==> src/design/dcv_pkg.sv <==
// Behaviour
// Host loads every DAC filter coefficient over the control port before DAC power-up.
// After pin or software reset, unity passthrough coefficients are copied from ROM.
// Boot copy lasts 100 us; host avoids coefficient pages 8 to 15 meanwhile.
// Host keeps the DAC powered down until configuration writes are complete.
// Outside adaptive mode, host follows the update sequence for coefficient changes.
// Adaptive mode lets coefficients be rewritten while the DAC stays powered.
// Mono DAC input mux picks left, right or half their sum from page 0 reg 63.
// Four digital mixers, each summing its inputs or passing one of them; the code's mixers output half the sum.
// DAC output routes to headphone, speaker or both with separate volumes.
// Analog volume keeps working and programmable while the DAC is powered down.
// Headphone attenuation is the seven-bit field of page 1 reg 22.
// Code 0 is 0 dB, about 0.5 dB per code, codes 117 to 127 maximum.
// Headphone attenuation moves gradually toward a new setting by soft-stepping.
// Soft-step pace comes from bits 1..0 of page 0 reg 63.
// Page 1 reg 12 bit 2 connects the attenuator to the headphone amplifier.
// Pace is one 0.125 dB step per sample, per two samples, or off.
// During boot copy, coefficient writes are ignored and coefficient reads return zero.
`default_nettype none
package dcv_pkg;
	localparam int        CLK_MHZ        = 125;
	localparam int        BOOT_TIME_US   = 100;
	localparam int        BOOT_CYC       = BOOT_TIME_US * CLK_MHZ;
	localparam int        SAMPLE_HZ      = 48000;
	localparam int        SAMPLE_DIV     = (CLK_MHZ * 1000000) / SAMPLE_HZ;
	localparam int        COEF_DEPTH     = 32;
	localparam int        BIQUAD_BYTES   = 15;
	localparam int        FIFO_DEPTH     = 16;
	localparam int        SAMPLE_W       = 16;
	localparam logic [7:0] PAGE_REG      = 8'h00;
	localparam logic [7:0] P0_SOFT_RST   = 8'h01;
	localparam logic [7:0] P0_ADAPT      = 8'h02;
	localparam logic [7:0] P0_MIX_CFG    = 8'h03;
	localparam logic [7:0] P0_STATUS     = 8'h26;
	localparam logic [7:0] P0_MONO_CFG   = 8'h3F;
	localparam logic [7:0] P1_ROUTE      = 8'h0C;
	localparam logic [7:0] P1_HP_ATTEN   = 8'h16;
	localparam logic [7:0] P1_SPK_ATTEN  = 8'h2E;
	localparam logic [7:0] COEF_PAGE_LO  = 8'h08;
	localparam logic [7:0] COEF_PAGE_HI  = 8'h0F;
	localparam int        DAC_PWR_BIT    = 7;
	localparam int        ADAPT_BIT      = 2;
	localparam int        HP_ROUTE_BIT   = 2;
	localparam int        SPK_ROUTE_BIT  = 3;
	localparam int        SETTLED_BIT    = 4;
	localparam logic [6:0] ATTEN_MAX     = 7'h75;
	localparam logic [7:0] UNITY_MSB     = 8'h7F;
	localparam logic [7:0] UNITY_LSB     = 8'hFF;
	localparam logic [7:0] MONO_CFG_RST  = 8'h00;
	localparam logic [6:0] ATTEN_RST     = 7'h00;
	localparam logic [1:0] STEP_EVERY    = 2'h0;
	localparam logic [1:0] STEP_HALF     = 2'h1;
	localparam logic [1:0] MIX_A         = 2'h0;
	localparam logic [1:0] MIX_B         = 2'h1;
endpackage : dcv_pkg
`default_nettype wire

==> src/design/dcv_fifo.sv <==
`timescale 1ns/1ps
`default_nettype none
module dcv_fifo #(
	parameter int WIDTH = 32,
	parameter int DEPTH = 16
) (
	input  wire logic             mclk,    // Clock
	input  wire logic             sys_rst, // Async reset
	input  wire logic             flush,   // Sync clear
	input  wire logic             in_valid,// Write request
	output logic                  in_ready,// Not full
	input  wire logic [WIDTH-1:0] in_data, // Write word
	output logic                  out_valid,// Not empty
	input  wire logic             out_ready,// Read request
	output logic      [WIDTH-1:0] out_data // Head word
);
	localparam int AW = $clog2(DEPTH);
	logic [WIDTH-1:0] mem [DEPTH];
	logic [AW-1:0]    wp;
	logic [AW-1:0]    rp;
	logic [AW:0]      cnt;
	logic             push;
	logic             pop;

	assign push     = in_valid && in_ready;
	assign pop      = out_valid && out_ready;
	assign out_data = mem[rp];

	always_ff @(posedge mclk) begin
		if (push) begin
			mem[wp] <= in_data;
		end
	end

	always_ff @(posedge mclk or posedge sys_rst) begin
		if (sys_rst) begin
			wp        <= '0;
			rp        <= '0;
			cnt       <= '0;
			in_ready  <= 1'b0;
			out_valid <= 1'b0;
		end else if (flush) begin
			wp        <= '0;
			rp        <= '0;
			cnt       <= '0;
			in_ready  <= 1'b1;
			out_valid <= 1'b0;
		end else begin
			if (push) begin
				wp <= AW'(wp + 1'b1);
			end
			if (pop) begin
				rp <= AW'(rp + 1'b1);
			end
			if (push && !pop) begin
				cnt       <= (AW+1)'(cnt + 1'b1);
				in_ready  <= (cnt != (AW+1)'(DEPTH - 1));
				out_valid <= 1'b1;
			end else if (pop && !push) begin
				cnt       <= (AW+1)'(cnt - 1'b1);
				in_ready  <= 1'b1;
				out_valid <= (cnt != (AW+1)'(1));
			end else begin
				in_ready  <= (cnt != (AW+1)'(DEPTH));
			end
		end
	end
endmodule : dcv_fifo
`default_nettype wire

==> src/design/dcv_top.sv <==
// Decided for this implementation: the plain strobed port and the register addresses.
`timescale 1ns/1ps
`default_nettype none
module dcv_top #(
	parameter int BOOT_CYCLES = dcv_pkg::BOOT_CYC
) (
	input  wire logic        mclk,        // 125 MHz clock
	input  wire logic        sys_rst,     // Async reset, pin
	input  wire logic [15:0] reg_addr,    // {unused, register}; page from reg 0
	input  wire logic [7:0]  reg_wdata,   // Write data
	input  wire logic        reg_wr,      // Write strobe
	input  wire logic        reg_rd,      // Read strobe
	output logic      [7:0]  reg_rdata,   // Read data, next cycle
	input  wire logic [15:0] in_left,     // Left sample
	input  wire logic [15:0] in_right,    // Right sample
	input  wire logic        in_valid,    // Sample pair valid
	output logic             in_ready,    // FIFO can accept
	output logic      [15:0] dac_sample,  // Mixed mono sample
	output logic             dac_valid,   // Sample valid
	input  wire logic        dac_ready,   // DAC takes sample
	output logic             dac_power,   // DAC power enable
	output logic      [6:0]  hp_atten,    // Applied hp attenuation
	output logic      [6:0]  spk_atten,   // Speaker attenuation
	output logic             hp_route,    // Attenuator to hp amp
	output logic             spk_route,   // Attenuator to spk amp
	output logic             boot_busy    // Coefficient copy active
);
	logic [7:0]  page_sel;
	logic [7:0]  mono_cfg;
	logic [7:0]  mix_cfg;
	logic        adaptive;
	logic [6:0]  hp_code;
	logic        soft_rst;
	logic [13:0] boot_cnt;
	logic [7:0]  coef_ram [dcv_pkg::COEF_DEPTH];
	logic [11:0] div_cnt;
	logic        div_tick;
	logic        half_phase;
	logic [8:0]  hp_q;
	logic [8:0]  hp_tgt;
	logic        step_tick;
	logic        wr_p0;
	logic        wr_p1;
	logic        coef_hit;
	logic        coef_we;
	logic [4:0]  coef_idx;
	logic [31:0] fifo_data;
	logic        fifo_valid;
	logic        pop;
	logic [15:0] mix0;
	logic [15:0] mix1;
	logic [15:0] mix2;
	logic [15:0] mix3;
	logic [6:0]  next_code;

	//********************
	// Address decode
	//********************
	assign wr_p0    = reg_wr && (page_sel == 8'h00);
	assign wr_p1    = reg_wr && (page_sel == 8'h01);
	assign coef_hit = (page_sel >= dcv_pkg::COEF_PAGE_LO)
		&& (page_sel <= dcv_pkg::COEF_PAGE_HI);
	assign coef_idx = reg_addr[4:0];
	// lock during copy
	// adaptive writes
	// Register 0 stays the page select on every page
	assign coef_we  = reg_wr && coef_hit && !boot_busy
		&& (reg_addr[7:0] != dcv_pkg::PAGE_REG)
		&& (adaptive || !dac_power);

	always_ff @(posedge mclk or posedge sys_rst) begin
		if (sys_rst) begin
			soft_rst <= 1'b0;
		end else begin
			soft_rst <= wr_p0 && (reg_addr[7:0] == dcv_pkg::P0_SOFT_RST)
				&& reg_wdata[0];
		end
	end

	//********************
	// Control registers
	//********************
	always_ff @(posedge mclk or posedge sys_rst) begin
		if (sys_rst) begin
			page_sel  <= 8'h00;
			mono_cfg  <= dcv_pkg::MONO_CFG_RST;
			mix_cfg   <= 8'h00;
			adaptive  <= 1'b0;
			hp_code   <= dcv_pkg::ATTEN_RST;
			spk_atten <= dcv_pkg::ATTEN_RST;
			hp_route  <= 1'b0;
			spk_route <= 1'b0;
		end else if (soft_rst) begin
			page_sel  <= 8'h00;
			mono_cfg  <= dcv_pkg::MONO_CFG_RST;
			mix_cfg   <= 8'h00;
			adaptive  <= 1'b0;
			hp_code   <= dcv_pkg::ATTEN_RST;
			spk_atten <= dcv_pkg::ATTEN_RST;
			hp_route  <= 1'b0;
			spk_route <= 1'b0;
		end else if (reg_wr) begin
			if (reg_addr[7:0] == dcv_pkg::PAGE_REG) begin
				page_sel <= reg_wdata;
			end else if (wr_p0 && reg_addr[7:0] == dcv_pkg::P0_MONO_CFG) begin
				mono_cfg <= reg_wdata;
			end else if (wr_p0 && reg_addr[7:0] == dcv_pkg::P0_MIX_CFG) begin
				mix_cfg <= reg_wdata;
			end else if (wr_p0 && reg_addr[7:0] == dcv_pkg::P0_ADAPT) begin
				adaptive <= reg_wdata[dcv_pkg::ADAPT_BIT];
			end else if (wr_p1 && reg_addr[7:0] == dcv_pkg::P1_ROUTE) begin
				// hp connect
				// independent routes
				hp_route  <= reg_wdata[dcv_pkg::HP_ROUTE_BIT];
				spk_route <= reg_wdata[dcv_pkg::SPK_ROUTE_BIT];
			end else if (wr_p1 && reg_addr[7:0] == dcv_pkg::P1_HP_ATTEN) begin
				// hp code
				hp_code <= reg_wdata[6:0];
			end else if (wr_p1 && reg_addr[7:0] == dcv_pkg::P1_SPK_ATTEN) begin
				spk_atten <= reg_wdata[6:0];
			end
		end
	end

	assign dac_power = mono_cfg[dcv_pkg::DAC_PWR_BIT];

	//********************
	// Boot copy
	//********************
	function automatic logic [7:0] rom_byte(input logic [4:0] idx);
		int pos;
		pos = int'(idx) % dcv_pkg::BIQUAD_BYTES;
		if (pos == 0) begin
			rom_byte = dcv_pkg::UNITY_MSB;
		end else if (pos < 3) begin
			rom_byte = dcv_pkg::UNITY_LSB;
		end else begin
			rom_byte = 8'h00;
		end
	endfunction : rom_byte

	// copy window
	always_ff @(posedge mclk or posedge sys_rst) begin
		if (sys_rst) begin
			boot_cnt  <= 14'h0000;
			boot_busy <= 1'b1;
		end else if (soft_rst) begin
			boot_cnt  <= 14'h0000;
			boot_busy <= 1'b1;
		end else if (boot_busy) begin
			boot_cnt  <= 14'(boot_cnt + 1'b1);
			boot_busy <= (boot_cnt != 14'(BOOT_CYCLES - 1));
		end
	end

	// load unity set
	always_ff @(posedge mclk) begin
		if (boot_busy && boot_cnt < 14'(dcv_pkg::COEF_DEPTH)) begin
			coef_ram[boot_cnt[4:0]] <= rom_byte(boot_cnt[4:0]);
		end else if (coef_we) begin
			coef_ram[coef_idx] <= reg_wdata;
		end
	end

	//********************
	// Read port
	//********************
	always_ff @(posedge mclk or posedge sys_rst) begin
		if (sys_rst) begin
			reg_rdata <= 8'h00;
		end else if (!reg_rd) begin
			reg_rdata <= 8'h00;
		end else if (reg_addr[7:0] == dcv_pkg::PAGE_REG) begin
			reg_rdata <= page_sel;
		end else if (coef_hit) begin
			// blocked read
			reg_rdata <= boot_busy ? 8'h00 : coef_ram[coef_idx];
		end else if (page_sel == 8'h00) begin
			if (reg_addr[7:0] == dcv_pkg::P0_MONO_CFG) begin
				reg_rdata <= mono_cfg;
			end else if (reg_addr[7:0] == dcv_pkg::P0_MIX_CFG) begin
				reg_rdata <= mix_cfg;
			end else if (reg_addr[7:0] == dcv_pkg::P0_ADAPT) begin
				reg_rdata <= {5'h00, adaptive, 2'h0};
			end else if (reg_addr[7:0] == dcv_pkg::P0_STATUS) begin
				reg_rdata <= {3'h0, hp_q == hp_tgt, 3'h0, boot_busy};
			end else begin
				reg_rdata <= 8'h00;
			end
		end else if (page_sel == 8'h01) begin
			if (reg_addr[7:0] == dcv_pkg::P1_ROUTE) begin
				reg_rdata <= {4'h0, spk_route, hp_route, 2'h0};
			end else if (reg_addr[7:0] == dcv_pkg::P1_HP_ATTEN) begin
				reg_rdata <= {1'b0, hp_code};
			end else if (reg_addr[7:0] == dcv_pkg::P1_SPK_ATTEN) begin
				reg_rdata <= {1'b0, spk_atten};
			end else begin
				reg_rdata <= 8'h00;
			end
		end else begin
			reg_rdata <= 8'h00;
		end
	end

	//********************
	// Sample path
	//********************
	dcv_fifo #(
		.WIDTH (32),
		.DEPTH (dcv_pkg::FIFO_DEPTH)
	) u_fifo (
		.mclk      (mclk),
		.sys_rst   (sys_rst),
		.flush     (soft_rst),
		.in_valid  (in_valid),
		.in_ready  (in_ready),
		.in_data   ({in_left, in_right}),
		.out_valid (fifo_valid),
		.out_ready (pop),
		.out_data  (fifo_data)
	);

	// Stalls while DAC is off so the FIFO backs up to the source
	assign pop = fifo_valid && dac_power && (!dac_valid || dac_ready);

	function automatic logic [15:0] mix(input logic [15:0] a,
		input logic [15:0] b, input logic [1:0] mode);
		logic signed [16:0] sum;
		sum = 17'($signed(a)) + 17'($signed(b));
		if (mode == dcv_pkg::MIX_A) begin
			mix = a;
		end else if (mode == dcv_pkg::MIX_B) begin
			mix = b;
		end else begin
			mix = sum[16:1];
		end
	endfunction : mix

	// mono input mux
	// four mixers
	assign mix0 = mix(fifo_data[31:16], fifo_data[15:0], mono_cfg[5:4]);
	assign mix1 = mix(mix0, fifo_data[31:16], mix_cfg[1:0]);
	assign mix2 = mix(mix1, fifo_data[15:0], mix_cfg[3:2]);
	assign mix3 = mix(mix2, mix0, mix_cfg[5:4]);

	always_ff @(posedge mclk or posedge sys_rst) begin
		if (sys_rst) begin
			dac_valid  <= 1'b0;
			dac_sample <= 16'h0000;
		end else if (soft_rst) begin
			dac_valid  <= 1'b0;
		end else if (pop) begin
			dac_valid  <= 1'b1;
			dac_sample <= mix3;
		end else if (dac_ready) begin
			dac_valid  <= 1'b0;
		end
	end

	//********************
	// Volume soft-step
	//********************
	// internal pace without DAC
	always_ff @(posedge mclk or posedge sys_rst) begin
		if (sys_rst) begin
			div_cnt  <= 12'h000;
			div_tick <= 1'b0;
		end else begin
			div_tick <= (div_cnt == 12'(dcv_pkg::SAMPLE_DIV - 1));
			if (div_cnt == 12'(dcv_pkg::SAMPLE_DIV - 1)) begin
				div_cnt <= 12'h000;
			end else begin
				div_cnt <= 12'(div_cnt + 1'b1);
			end
		end
	end

	// codes above 117 clamp to max
	assign next_code = (hp_code > dcv_pkg::ATTEN_MAX) ? dcv_pkg::ATTEN_MAX
		: hp_code;
	assign hp_tgt    = {next_code, 2'b00};
	// pace field
	assign step_tick = (dac_power ? pop : div_tick)
		&& (mono_cfg[1:0] == dcv_pkg::STEP_EVERY
		|| (mono_cfg[1:0] == dcv_pkg::STEP_HALF && half_phase));

	always_ff @(posedge mclk or posedge sys_rst) begin
		if (sys_rst) begin
			half_phase <= 1'b0;
		end else if (dac_power ? pop : div_tick) begin
			half_phase <= !half_phase;
		end
	end

	// gradual move
	// quarter-code steps
	always_ff @(posedge mclk or posedge sys_rst) begin
		if (sys_rst) begin
			hp_q <= 9'h000;
		end else if (soft_rst) begin
			hp_q <= 9'h000;
		end else if (mono_cfg[1]) begin
			hp_q <= hp_tgt;
		end else if (step_tick && hp_q < hp_tgt) begin
			hp_q <= 9'(hp_q + 1'b1);
		end else if (step_tick && hp_q > hp_tgt) begin
			hp_q <= 9'(hp_q - 1'b1);
		end
	end

	always_ff @(posedge mclk or posedge sys_rst) begin
		if (sys_rst) begin
			hp_atten <= 7'h00;
		end else begin
			hp_atten <= hp_q[8:2];
		end
	end

	//********************
	// Checks
	//********************
	a_boot_end_time: assert property (@(posedge mclk) disable iff (sys_rst)
		(boot_busy && boot_cnt == 14'(BOOT_CYCLES - 1) && !soft_rst)
		|=> !boot_busy)
		else $error("boot copy did not end on time");
	a_boot_unity_msb: assert property (@(posedge mclk) disable iff (sys_rst)
		(boot_busy && boot_cnt == 14'h0000 && !soft_rst)
		|=> coef_ram[0] == dcv_pkg::UNITY_MSB)
		else $error("unity coefficient not loaded");
	a_coef_wr_lock: assert property (@(posedge mclk) disable iff (sys_rst)
		(reg_wr && coef_hit && boot_busy
		&& (boot_cnt > 14'h001F || boot_cnt[4:0] != coef_idx))
		|=> coef_ram[$past(coef_idx)] == $past(coef_ram[coef_idx]))
		else $error("coefficient written during copy");
	a_coef_rd_lock: assert property (@(posedge mclk) disable iff (sys_rst)
		(reg_rd && coef_hit && boot_busy && reg_addr[7:0] != 8'h00)
		|=> reg_rdata == 8'h00)
		else $error("coefficient read during copy");
	a_adapt_write: assert property (@(posedge mclk) disable iff (sys_rst)
		(reg_wr && coef_hit && !boot_busy && dac_power && adaptive
		&& reg_addr[7:0] != 8'h00)
		|=> coef_ram[$past(coef_idx)] == $past(reg_wdata))
		else $error("adaptive write lost");
	a_mux_average: assert property (@(posedge mclk) disable iff (sys_rst)
		(pop && !soft_rst && mono_cfg[5:4] == 2'h2 && mix_cfg[5:0] == 6'h00)
		|=> dac_sample == 16'((17'($signed($past(fifo_data[31:16])))
		+ 17'($signed($past(fifo_data[15:0])))) >>> 1))
		else $error("mono mix wrong");
	a_step_hold: assert property (@(posedge mclk) disable iff (sys_rst)
		(!step_tick && !mono_cfg[1] && !soft_rst) |=> $stable(hp_q))
		else $error("volume moved without a step");
	a_step_up_one: assert property (@(posedge mclk) disable iff (sys_rst)
		(step_tick && !mono_cfg[1] && hp_q < hp_tgt && !soft_rst)
		|=> hp_q == 9'($past(hp_q) + 1'b1))
		else $error("volume step not one");
	a_half_pace: assert property (@(posedge mclk) disable iff (sys_rst)
		(mono_cfg[1:0] == dcv_pkg::STEP_HALF && !half_phase) |-> !step_tick)
		else $error("half pace stepped too often");
	a_hp_connect: assert property (@(posedge mclk) disable iff (sys_rst)
		(wr_p1 && reg_addr[7:0] == dcv_pkg::P1_ROUTE && !soft_rst)
		|=> hp_route == $past(reg_wdata[dcv_pkg::HP_ROUTE_BIT]))
		else $error("hp route not taken");
endmodule : dcv_top
`default_nettype wire

==> config.mk <==
export PLATFORM = sky130hd
export DESIGN_NAME = dcv_top
export DESIGN_NICKNAME = d
export VERILOG_FILES = /design/src/design/dcv_pkg.sv /design/src/design/dcv_fifo.sv /design/src/design/dcv_top.sv
export SDC_FILE = /design/constraint.sdc
export NUM_CORES = 1
export LEC_CHECK = 0
export ABC_AREA = 0
export CAP_MARGIN = 20
export CORE_ASPECT_RATIO = 0.8
export CORE_MARGIN = 10
export CORE_UTILIZATION = 37
export DETAILED_ROUTE_END_ITERATION = 10
export DONT_BUFFER_PORTS = 1
export HOLD_SLACK_MARGIN = 0.06
export PLACE_DENSITY = 0.55
export SYNTH_ARGS = -nofsm -noshare
export SYNTH_HDL_FRONTEND = slang
export SYNTH_HIERARCHICAL = 1
export SYNTH_SLANG_ARGS = --single-unit
==> constraint.sdc <==
create_clock -name mclk -period 10.5 [get_ports mclk]
set_input_delay 1.575 -clock mclk [delete_from_list [all_inputs] [get_ports mclk]]
set_output_delay 1.575 -clock mclk [all_outputs]
set_load 0.01 [all_outputs]
==> impl_metrics.py, run 1 <==
metrics = {
    "outcome": {
        "outcome": "completed",
    },
    "cts": {
        "numCtsBuffers": 91,
        "clock_path_buffers": 3,
        "clk-insertion-delay-late_ps": 680,
        "cts-root-buf": "clkbuf_16",
        "ctsHoldBuffers": 0,
        "cts_tree": "built",
        "postCtsSetupRepairBufs": 0,
        "path_clk_slew_ps": 60,
        "htreeDepth": 3,
        "clkSinkCount": 895,
        "cts_resized": 0,
    },
    "final_layout": {
        "drive_gt1_share_pct": 16.3,
        "nets": 2809,
        "final_cells": 4144,
        "synthToLayoutAreaGrowth_pct": 11.5,
    },
    "setup_path": {
        "crit_arrival_ps": 10130,
        "critical_path_class": "flop to flop",
        "worstPathRequired_ps": 11040,
        "crit_path_start_kind": "flop",
        "regToRegSetupSlack_ps": 910,
        "cpMostUsedCell": "a21oi_1",
        "crit_fanout": 26,
        "endpoint_kind": "flop",
        "r2r_start": "u_fifo/rp[0]$_DFFE_PP0P_",
        "r2r_end": "dac_sample[14]$_DFFE_PP0P_",
        "reg2reg_depth": 33,
        "slowest_delay_ps": 820,
        "crit_slowest_cell": "dfrtp_4",
    },
    "placed_design": {
        "gp_congestion": 0.840,
        "dp_hpwl_mm": 65.3,
        "port-buffer-count": 0,
        "place_inst": 3973,
    },
    "sta": {
        "maxSlewHeadroom_pct": 32.8,
        "hold_viol_final": 0,
        "setup_viol": 0,
        "finClkSkew_ps": 30.6,
        "worstMarginPinSlew_ps": 1000,
        "tns_ps": 0,
        "fin_crit_ps": 9590,
        "timing.fmax_mhz": 104,
        "maxSlewViolCount": 0,
        "fin_crit_sh_pct": 91.3,
        "rsz0062_at_grt": "false",
    },
    "yosys": {
        "ys_warn_count": 6,
        "synth_area_um2": 40600,
        "yosysSeqAreaShare_pct": 64.6,
        "async_flop_share_pct": 14.2,
        "synth_cell_type_count": 87,
        "synth_flop_cell": "edfxtp_1",
        "syn_area_per_cell_um2": 15.5,
        "ys_ff_latch": 895,
        "postSynthCellCount": 2624,
        "synth_nets": 2787,
        "synth_edf_count": 768,
    },
    "grt": {
        "grt_overflow_total": 0,
        "grt_pass1_wl_mm": 155,
        "grt_max_degree": 73,
        "first_global_vias": 23907,
        "antenna_found_initial": 0,
        "grt.total_usage_pct": 16.5,
    },
    "drt": {
        "num_vias": 23468,
        "vias_per_cell": 5.66,
        "firstDrtPassIters": 5,
        "routed_wirelength_mm": 103,
        "post_drt_wl_per_cell_um": 24.9,
        "drt_iter0_drc": 1903,
        "postRouteAntennaNets": 0,
        "drcViolationCount": 0,
    },
    "floorplanning": {
        "io_pins": 106,
        "row_count": 108,
        "start_util_pct": 37.4,
        "die_x_um": 391,
        "core_um2": 109000,
        "die-area_um2": 124000,
        "dieHeight_um": 316,
    },
    "power": {
        "swShare_pct": 37.5,
        "intPower_uw": 8650,
        "ir_worst_vdd_mv": 0.218,
        "pwr_density_cell_nw_per_um2": 305,
        "clkPwrFrac_pct": 22.5,
        "p_comb_share_pct": 43.7,
        "seqPwrFrac_pct": 33.7,
        "power_switching_uw": 5190,
        "p_leak_uw": 0.0154,
    },
    "min_path": {
        "hold_depth": 0,
        "min_from": "hp_q[8]$_DFFE_PP0P_",
        "hp-class": "flop to flop",
        "hold_end": "hp_atten[6]$_DFF_PP0_",
    },
    "job": {
        "drv_cap": 0,
    },
}
-- through the flow --
step / total power, uW / setup WS (ps) / util (%) / hold slack, ps / instance area [um2]
finish: 13800 / 909 / 41.7 / 464 / 45300
floorplan: 9110 / 3010 / - / 399 / 40600
global placement: 10500 / 1150 / 38.9 / 438 / 42300
detailed placement: 10700 / 923 / 38.9 / 456 / 42300
CTS: 13800 / 893 / 41.5 / 468 / 45100
global route: 14700 / 168 / 41.7 / 480 / 45300
-- worst max path at each step --
| stage | startpoint | to | slack (ps) |
|---|---|---|---|
| final | u_fifo/rp[0]$_DFFE_PP0P_ | dac_sample[14]$_DFFE_PP0P_ | 910 |
| after global routing | u_fifo/rp[0]$_DFFE_PP0P_ | dac_sample[15]$_DFFE_PP0P_ | 170 |
| after CTS | u_fifo/rp[0]$_DFFE_PP0P_ | dac_sample[14]$_DFFE_PP0P_ | 890 |
| after detailed placement | u_fifo/rp[0]$_DFFE_PP0P_ | dac_sample[14]$_DFFE_PP0P_ | 920 |
| after global placement | u_fifo/rp[0]$_DFFE_PP0P_ | dac_sample[15]$_DFFE_PP0P_ | 1150 |
| after floorplan | u_fifo/rp[0]$_DFFE_PP0P_ | dac_sample[14]$_DFFE_PP0P_ | 3010 |
-- power by group through the flow --
stage	sequential [uW]	clock (uW)	combinational, uW
after floorplan	4600	0	4510
after global placement	4750	0	5740
after detailed placement	4760	0	5900
after CTS	4690	3200	5940
after global routing	4700	3340	6670
final	4670	3120	6050
-- cell usage after synthesis (7+ instances only) --
| cell | count | area share (%) |
|---|---|---|
| edfxtp_1 | 768 | 57 |
| mux4_2 | 208 | 12 |
| nand2_1 | 191 | 1.8 |
| nor2_1 | 160 | 1.5 |
| dfrtp_1 | 126 | 7.8 |
| a21oi_1 | 97 | 1.2 |
| ha_1 | 96 | 3.0 |
| o21ai_0 | 90 | 1.1 |
| clkbuf_1 | 85 | 0.79 |
| a22oi_1 | 75 | 1.4 |
| inv_1 | 55 | 0.51 |
| mux2i_1 | 49 | 1.2 |
| xnor2_1 | 42 | 0.91 |
| nand3_1 | 40 | 0.49 |
| xor2_1 | 36 | 0.78 |
| nand2b_1 | 34 | 0.52 |
| a21o_1 | 30 | 0.55 |
| and2_1 | 27 | 0.42 |
| nor2b_1 | 24 | 0.37 |
| nor3_1 | 24 | 0.30 |
| and3_1 | 21 | 0.32 |
| o21a_1 | 21 | 0.39 |
| a31oi_1 | 20 | 0.31 |
| nand4_1 | 19 | 0.29 |
| o211ai_1 | 19 | 0.35 |
| a211oi_1 | 18 | 0.33 |
| buf_2 | 18 | 0.22 |
| a22o_1 | 16 | 0.34 |
| buf_1 | 15 | 0.14 |
| a221oi_1 | 12 | 0.26 |
| o211a_1 | 11 | 0.27 |
| o31ai_1 | 11 | 0.20 |
| nor4_1 | 10 | 0.15 |
| or3_1 | 10 | 0.15 |
| o21bai_1 | 8 | 0.15 |
| or2_2 | 8 | 0.12 |
| mux2_2 | 7 | 0.19 |
| o22ai_1 | 7 | 0.11 |
-- layout make-up --
class / count / area, um2
clock buffer: 116 / 2390
tap: 1430 / 1790
fill: 9600 / 63500
multi-input combinational: 1544 / 13700
timing repair buffer: 59 / 566
antenna: 1 / 2.50
clock inverter: 44 / 442
sequential: 895 / 26300
inverter: 55 / 209
-- flip-flops by register name, indices dropped and copies added, names as in the netlist, 4 cells and up --
register / flops
mix_cfg: 8
hp_code: 7
div_cnt: 12
hp_atten: 7
page_sel: 8
u_fifo/mem: 512
reg_rdata: 8
u_fifo/cnt: 5
u_fifo/rp: 4
hp_q: 9
mono_cfg: 8
spk_atten: 7
u_fifo/wp: 4
boot_cnt: 14
coef_ram: 256
dac_sample: 16
-- kinds of logic after synthesis --
| group | after synthesis | synth area share [%] |
|---|---|---|
| fa+ha+maj | 101 | 3.20 |
| xor+xnor | 79 | 1.74 |
| compound gates | 503 | 8.58 |
| mux | 265 | 13.0 |
| flops | 895 | 64.6 |
| buf+inv | 185 | 1.93 |
| simple gates | 596 | 7.02 |
-- critical path, delay by kind of cell, from the launching register on --
kind | cells | cell delay, ps
buffers and inverters | 1 | 470
multiplexers | 1 | 560
adder cells (fa/ha/maj) | 4 | 1570
XOR/XNOR | 2 | 310
flip-flops | 1 | 820
AND/OR/NAND/NOR | 7 | 1320
AO/OA/AOI/OAI | 18 | 4370
-- per-layer routing --
layer  up-vias  GRT usage, %  share of wire [%]
met4         0          4.84                2.2
met1     12204          23.1                 45
met3       164          2.48                5.2
met5         -             0                  0
li1      10449             -                  -
met2       651          26.5                 48
-- cell usage in the layout, fill, tap and decap left out, types with 20 or more instances in the layout --
| cell type | count |
|---|---|
| clkbuf_1 | 24 |
| ha_1 | 96 |
| edfxtp_1 | 768 |
| xor2_1 | 36 |
| nor3_1 | 24 |
| inv_1 | 54 |
| a22oi_1 | 75 |
| nand2_1 | 191 |
| nand3_1 | 40 |
| a21o_1 | 30 |
| dfrtp_1 | 123 |
| mux4_2 | 208 |
| o21ai_0 | 90 |
| nor2_1 | 159 |
| buf_4 | 49 |
| a21oi_1 | 97 |
| nand2b_1 | 34 |
| clkinv_1 | 23 |
| mux2i_1 | 49 |
| xnor2_1 | 42 |
| clkbuf_16 | 92 |
| nor2b_1 | 22 |
| a31oi_1 | 20 |
| o21a_1 | 21 |
| and3_1 | 21 |
(Power assumes the default switching activity.)
==> run 2, diff against run 1 <==
--- a/config.mk
+++ b/config.mk
@@ -13,7 +13,7 @@
 export DETAILED_ROUTE_END_ITERATION = 10
 export DONT_BUFFER_PORTS = 1
 export HOLD_SLACK_MARGIN = 0.06
-export PLACE_DENSITY = 0.55
+export PLACE_DENSITY = 0.57
 export SYNTH_ARGS = -nofsm -noshare
 export SYNTH_HDL_FRONTEND = slang
 export SYNTH_HIERARCHICAL = 1
==> constraint.sdc (replaced) <==
create_clock -name mclk -period 8.37 [get_ports mclk]
set_input_delay 1.2555 -clock mclk [delete_from_list [all_inputs] [get_ports mclk]]
set_output_delay 1.2555 -clock mclk [all_outputs]
set_load 0.05 [all_outputs]
==> impl_metrics.py, run 2 (synthesis gave the netlist of run 1 again) <==
metrics = {
    "outcome": {
        "outcome": "completed",
    },
    "setup_path": {
        "crit_path_start_kind": "flop",
        "crit_slowest_cell": "mux4_2",
        "path_buf_inv": 2,
        "r2r_start": "u_fifo/rp[0]$_DFFE_PP0P_",
        "worstPathRequired_ps": 8940,
        "reg2reg_depth": 32,
        "regToRegSetupSlack_ps": 400,
        "critical_path_class": "flop to flop",
        "r2r_end": "dac_sample[12]$_DFFE_PP0P_",
        "endpoint_kind": "flop",
        "slowest_delay_ps": 540,
        "crit_fanout": 23,
        "crit_arrival_ps": 8540,
        "path_delay_family": "compound AO/OA/AOI/OAI gates",
        "cpMostUsedCell": "ha_1",
    },
    "power": {
        "ir_worst_vdd_mv": 0.230,
        "p_leak_uw": 0.0162,
        "pwr_density_cell_nw_per_um2": 408,
    },
    "drt": {
        "drcViolationCount": 0,
        "num_vias": 24093,
        "top_layer": "met5",
        "firstDrtPassIters": 5,
        "met3WireLength_mm": 6.20,
        "vias_per_cell": 5.65,
        "routed_wirelength_mm": 105,
        "drt-met1-wl_mm": 46.5,
        "post_drt_wl_per_cell_um": 24.5,
        "dr_wl_met2_mm": 49.2,
        "drt_iter0_drc": 1937,
        "postRouteAntennaNets": 0,
    },
    "sta": {
        "maxSlewHeadroom_pct": 32.9,
        "fin_crit_ps": 7970,
        "maxSlewViolCount": 0,
        "finClkSkew_ps": 38.4,
        "worstMarginPinSlew_ps": 999,
        "setup_viol": 0,
        "fin_crit_sh_pct": 95.2,
        "timing.fmax_mhz": 126,
        "rsz0062_at_grt": "true",
        "hold_viol_final": 0,
    },
    "final_layout": {
        "top_regs": "u_fifo/mem (512), coef_ram (256), dac_sample (16)",
        "synthToLayoutAreaGrowth_pct": 14.9,
        "final_cells": 4266,
        "final_common_cell": "edfxtp_1",
        "most-common-layout-cells": "edfxtp_1 (768), mux4_2 (208), nand2_1 (183)",
        "largest_reg_flops": 512,
        "regMostFlops": "u_fifo/mem",
        "nFillCells": 9463,
        "nets": 2923,
        "fin_util_pct": 42.9,
        "drive_gt1_share_pct": 21.5,
        "n_antenna_cell": 0,
    },
    "job": {
        "drv_cap": 0,
    },
    "floorplanning": {
        "core_um2": 109000,
        "start_util_pct": 37.4,
        "die_x_um": 391,
        "row_count": 108,
        "io_pins": 106,
        "die-area_um2": 124000,
        "dieHeight_um": 316,
    },
    "cts": {
        "ctsHoldBuffers": 0,
        "clock_path_buffers": 3,
        "htreeDepth": 3,
        "cts-root-buf": "clkbuf_16",
        "numCtsBuffers": 94,
        "clk-insertion-delay-late_ps": 680,
        "path_clk_slew_ps": 60,
        "clkSinkCount": 895,
        "cts_tree": "built",
    },
    "placed_design": {
        "port-buffer-count": 0,
        "gp_congestion": 0.863,
        "dp_hpwl_mm": 66.0,
        "place_inst": 4081,
    },
    "grt": {
        "grt_pass1_wl_mm": 155,
        "grt_max_degree": 75,
        "first_global_vias": 23995,
        "antenna_found_initial": 1,
        "grt_overflow_total": 0,
        "grt.total_usage_pct": 16.6,
    },
    "min_path": {
        "hp-class": "primary input to async pin",
    },
}
==> run 2: cell types whose count changed in the layout (fill, tap and decap cells not counted), moves of 7 or more <==
cell      change
buf_4        +98
clkinv_2      +9
clkinv_1      -7
a21oi_2       +7
a21oi_1       -7
nand2_1       -8
nand2_2       +8
buf_12        +7
==> run 2: how the worst max path moves through the flow <==
stage | end | slack [ps] | cells past startpoint | start
finish | dac_sample[12]$_DFFE_PP0P_ | 400 | 32 | u_fifo/rp[0]$_DFFE_PP0P_
global route | dac_sample[12]$_DFFE_PP0P_ | -30 | 40 | u_fifo/rp[0]$_DFFE_PP0P_
CTS | dac_sample[12]$_DFFE_PP0P_ | 60 | 38 | u_fifo/rp[0]$_DFFE_PP0P_
detailed placement | dac_sample[12]$_DFFE_PP0P_ | 110 | 38 | u_fifo/rp[0]$_DFFE_PP0P_
global placement | dac_sample[12]$_DFFE_PP0P_ | 160 | 39 | u_fifo/rp[0]$_DFFE_PP0P_
floorplan | dac_sample[14]$_DFFE_PP0P_ | 880 | 35 | u_fifo/rp[0]$_DFFE_PP0P_
==> run 2: cell type report <==
| type | count | area, um2 | area share (%) |
|---|---|---|---|
| flip-flops and latches | 895 | 26300 | 56.2 |
| well taps | 1430 | 1790 | 3.83 |
| multi-input cells | 1544 | 13800 | 29.6 |
| clock inverters | 51 | 606 | 1.30 |
| inverters | 55 | 209 | 0.447 |
| clock buffers | 121 | 2480 | 5.32 |
| repair buffers | 170 | 1560 | 3.33 |
==> run 2: power breakdown <==
group	switching, uW	leakage, uW	internal [uW]
registers	431	0.00854	5540
logic	4900	0.00614	4050
clock network	1740	0.00150	2410
total	7070	0.0162	12000
==> run 2: per-layer routing <==
| layer | vias up | GRT usage [%] |
|---|---|---|
| met5 | - | 0 |
| met4 | 2 | 4.97 |
| met3 | 163 | 3.10 |
| met2 | 675 | 26.4 |
| met1 | 12578 | 23.0 |
| li1 | 10675 | - |
==> run 2: stage by stage <==
step	TNS (ps)	total power [uW]	setup slack, ps	area (um2)	hold WS, ps
6_report	0	19100	403	46700	468
5_1_grt	-43.3	20200	-30.6	46700	485
4_1_cts	0	18700	57.1	46300	461
3_5_place_dp	0	14500	115	43200	462
3_3_place_gp	0	14300	159	43200	442
2_1_floorplan	0	11600	881	40600	399
==> run 2: what timing repair did <==
| action | in CTS | in global routing |
|---|---|---|
| resized for setup | 0 | 46 |
| endpoints found under the setup margin | 0 | 8 |
| buffers inserted | 0 | 2 |
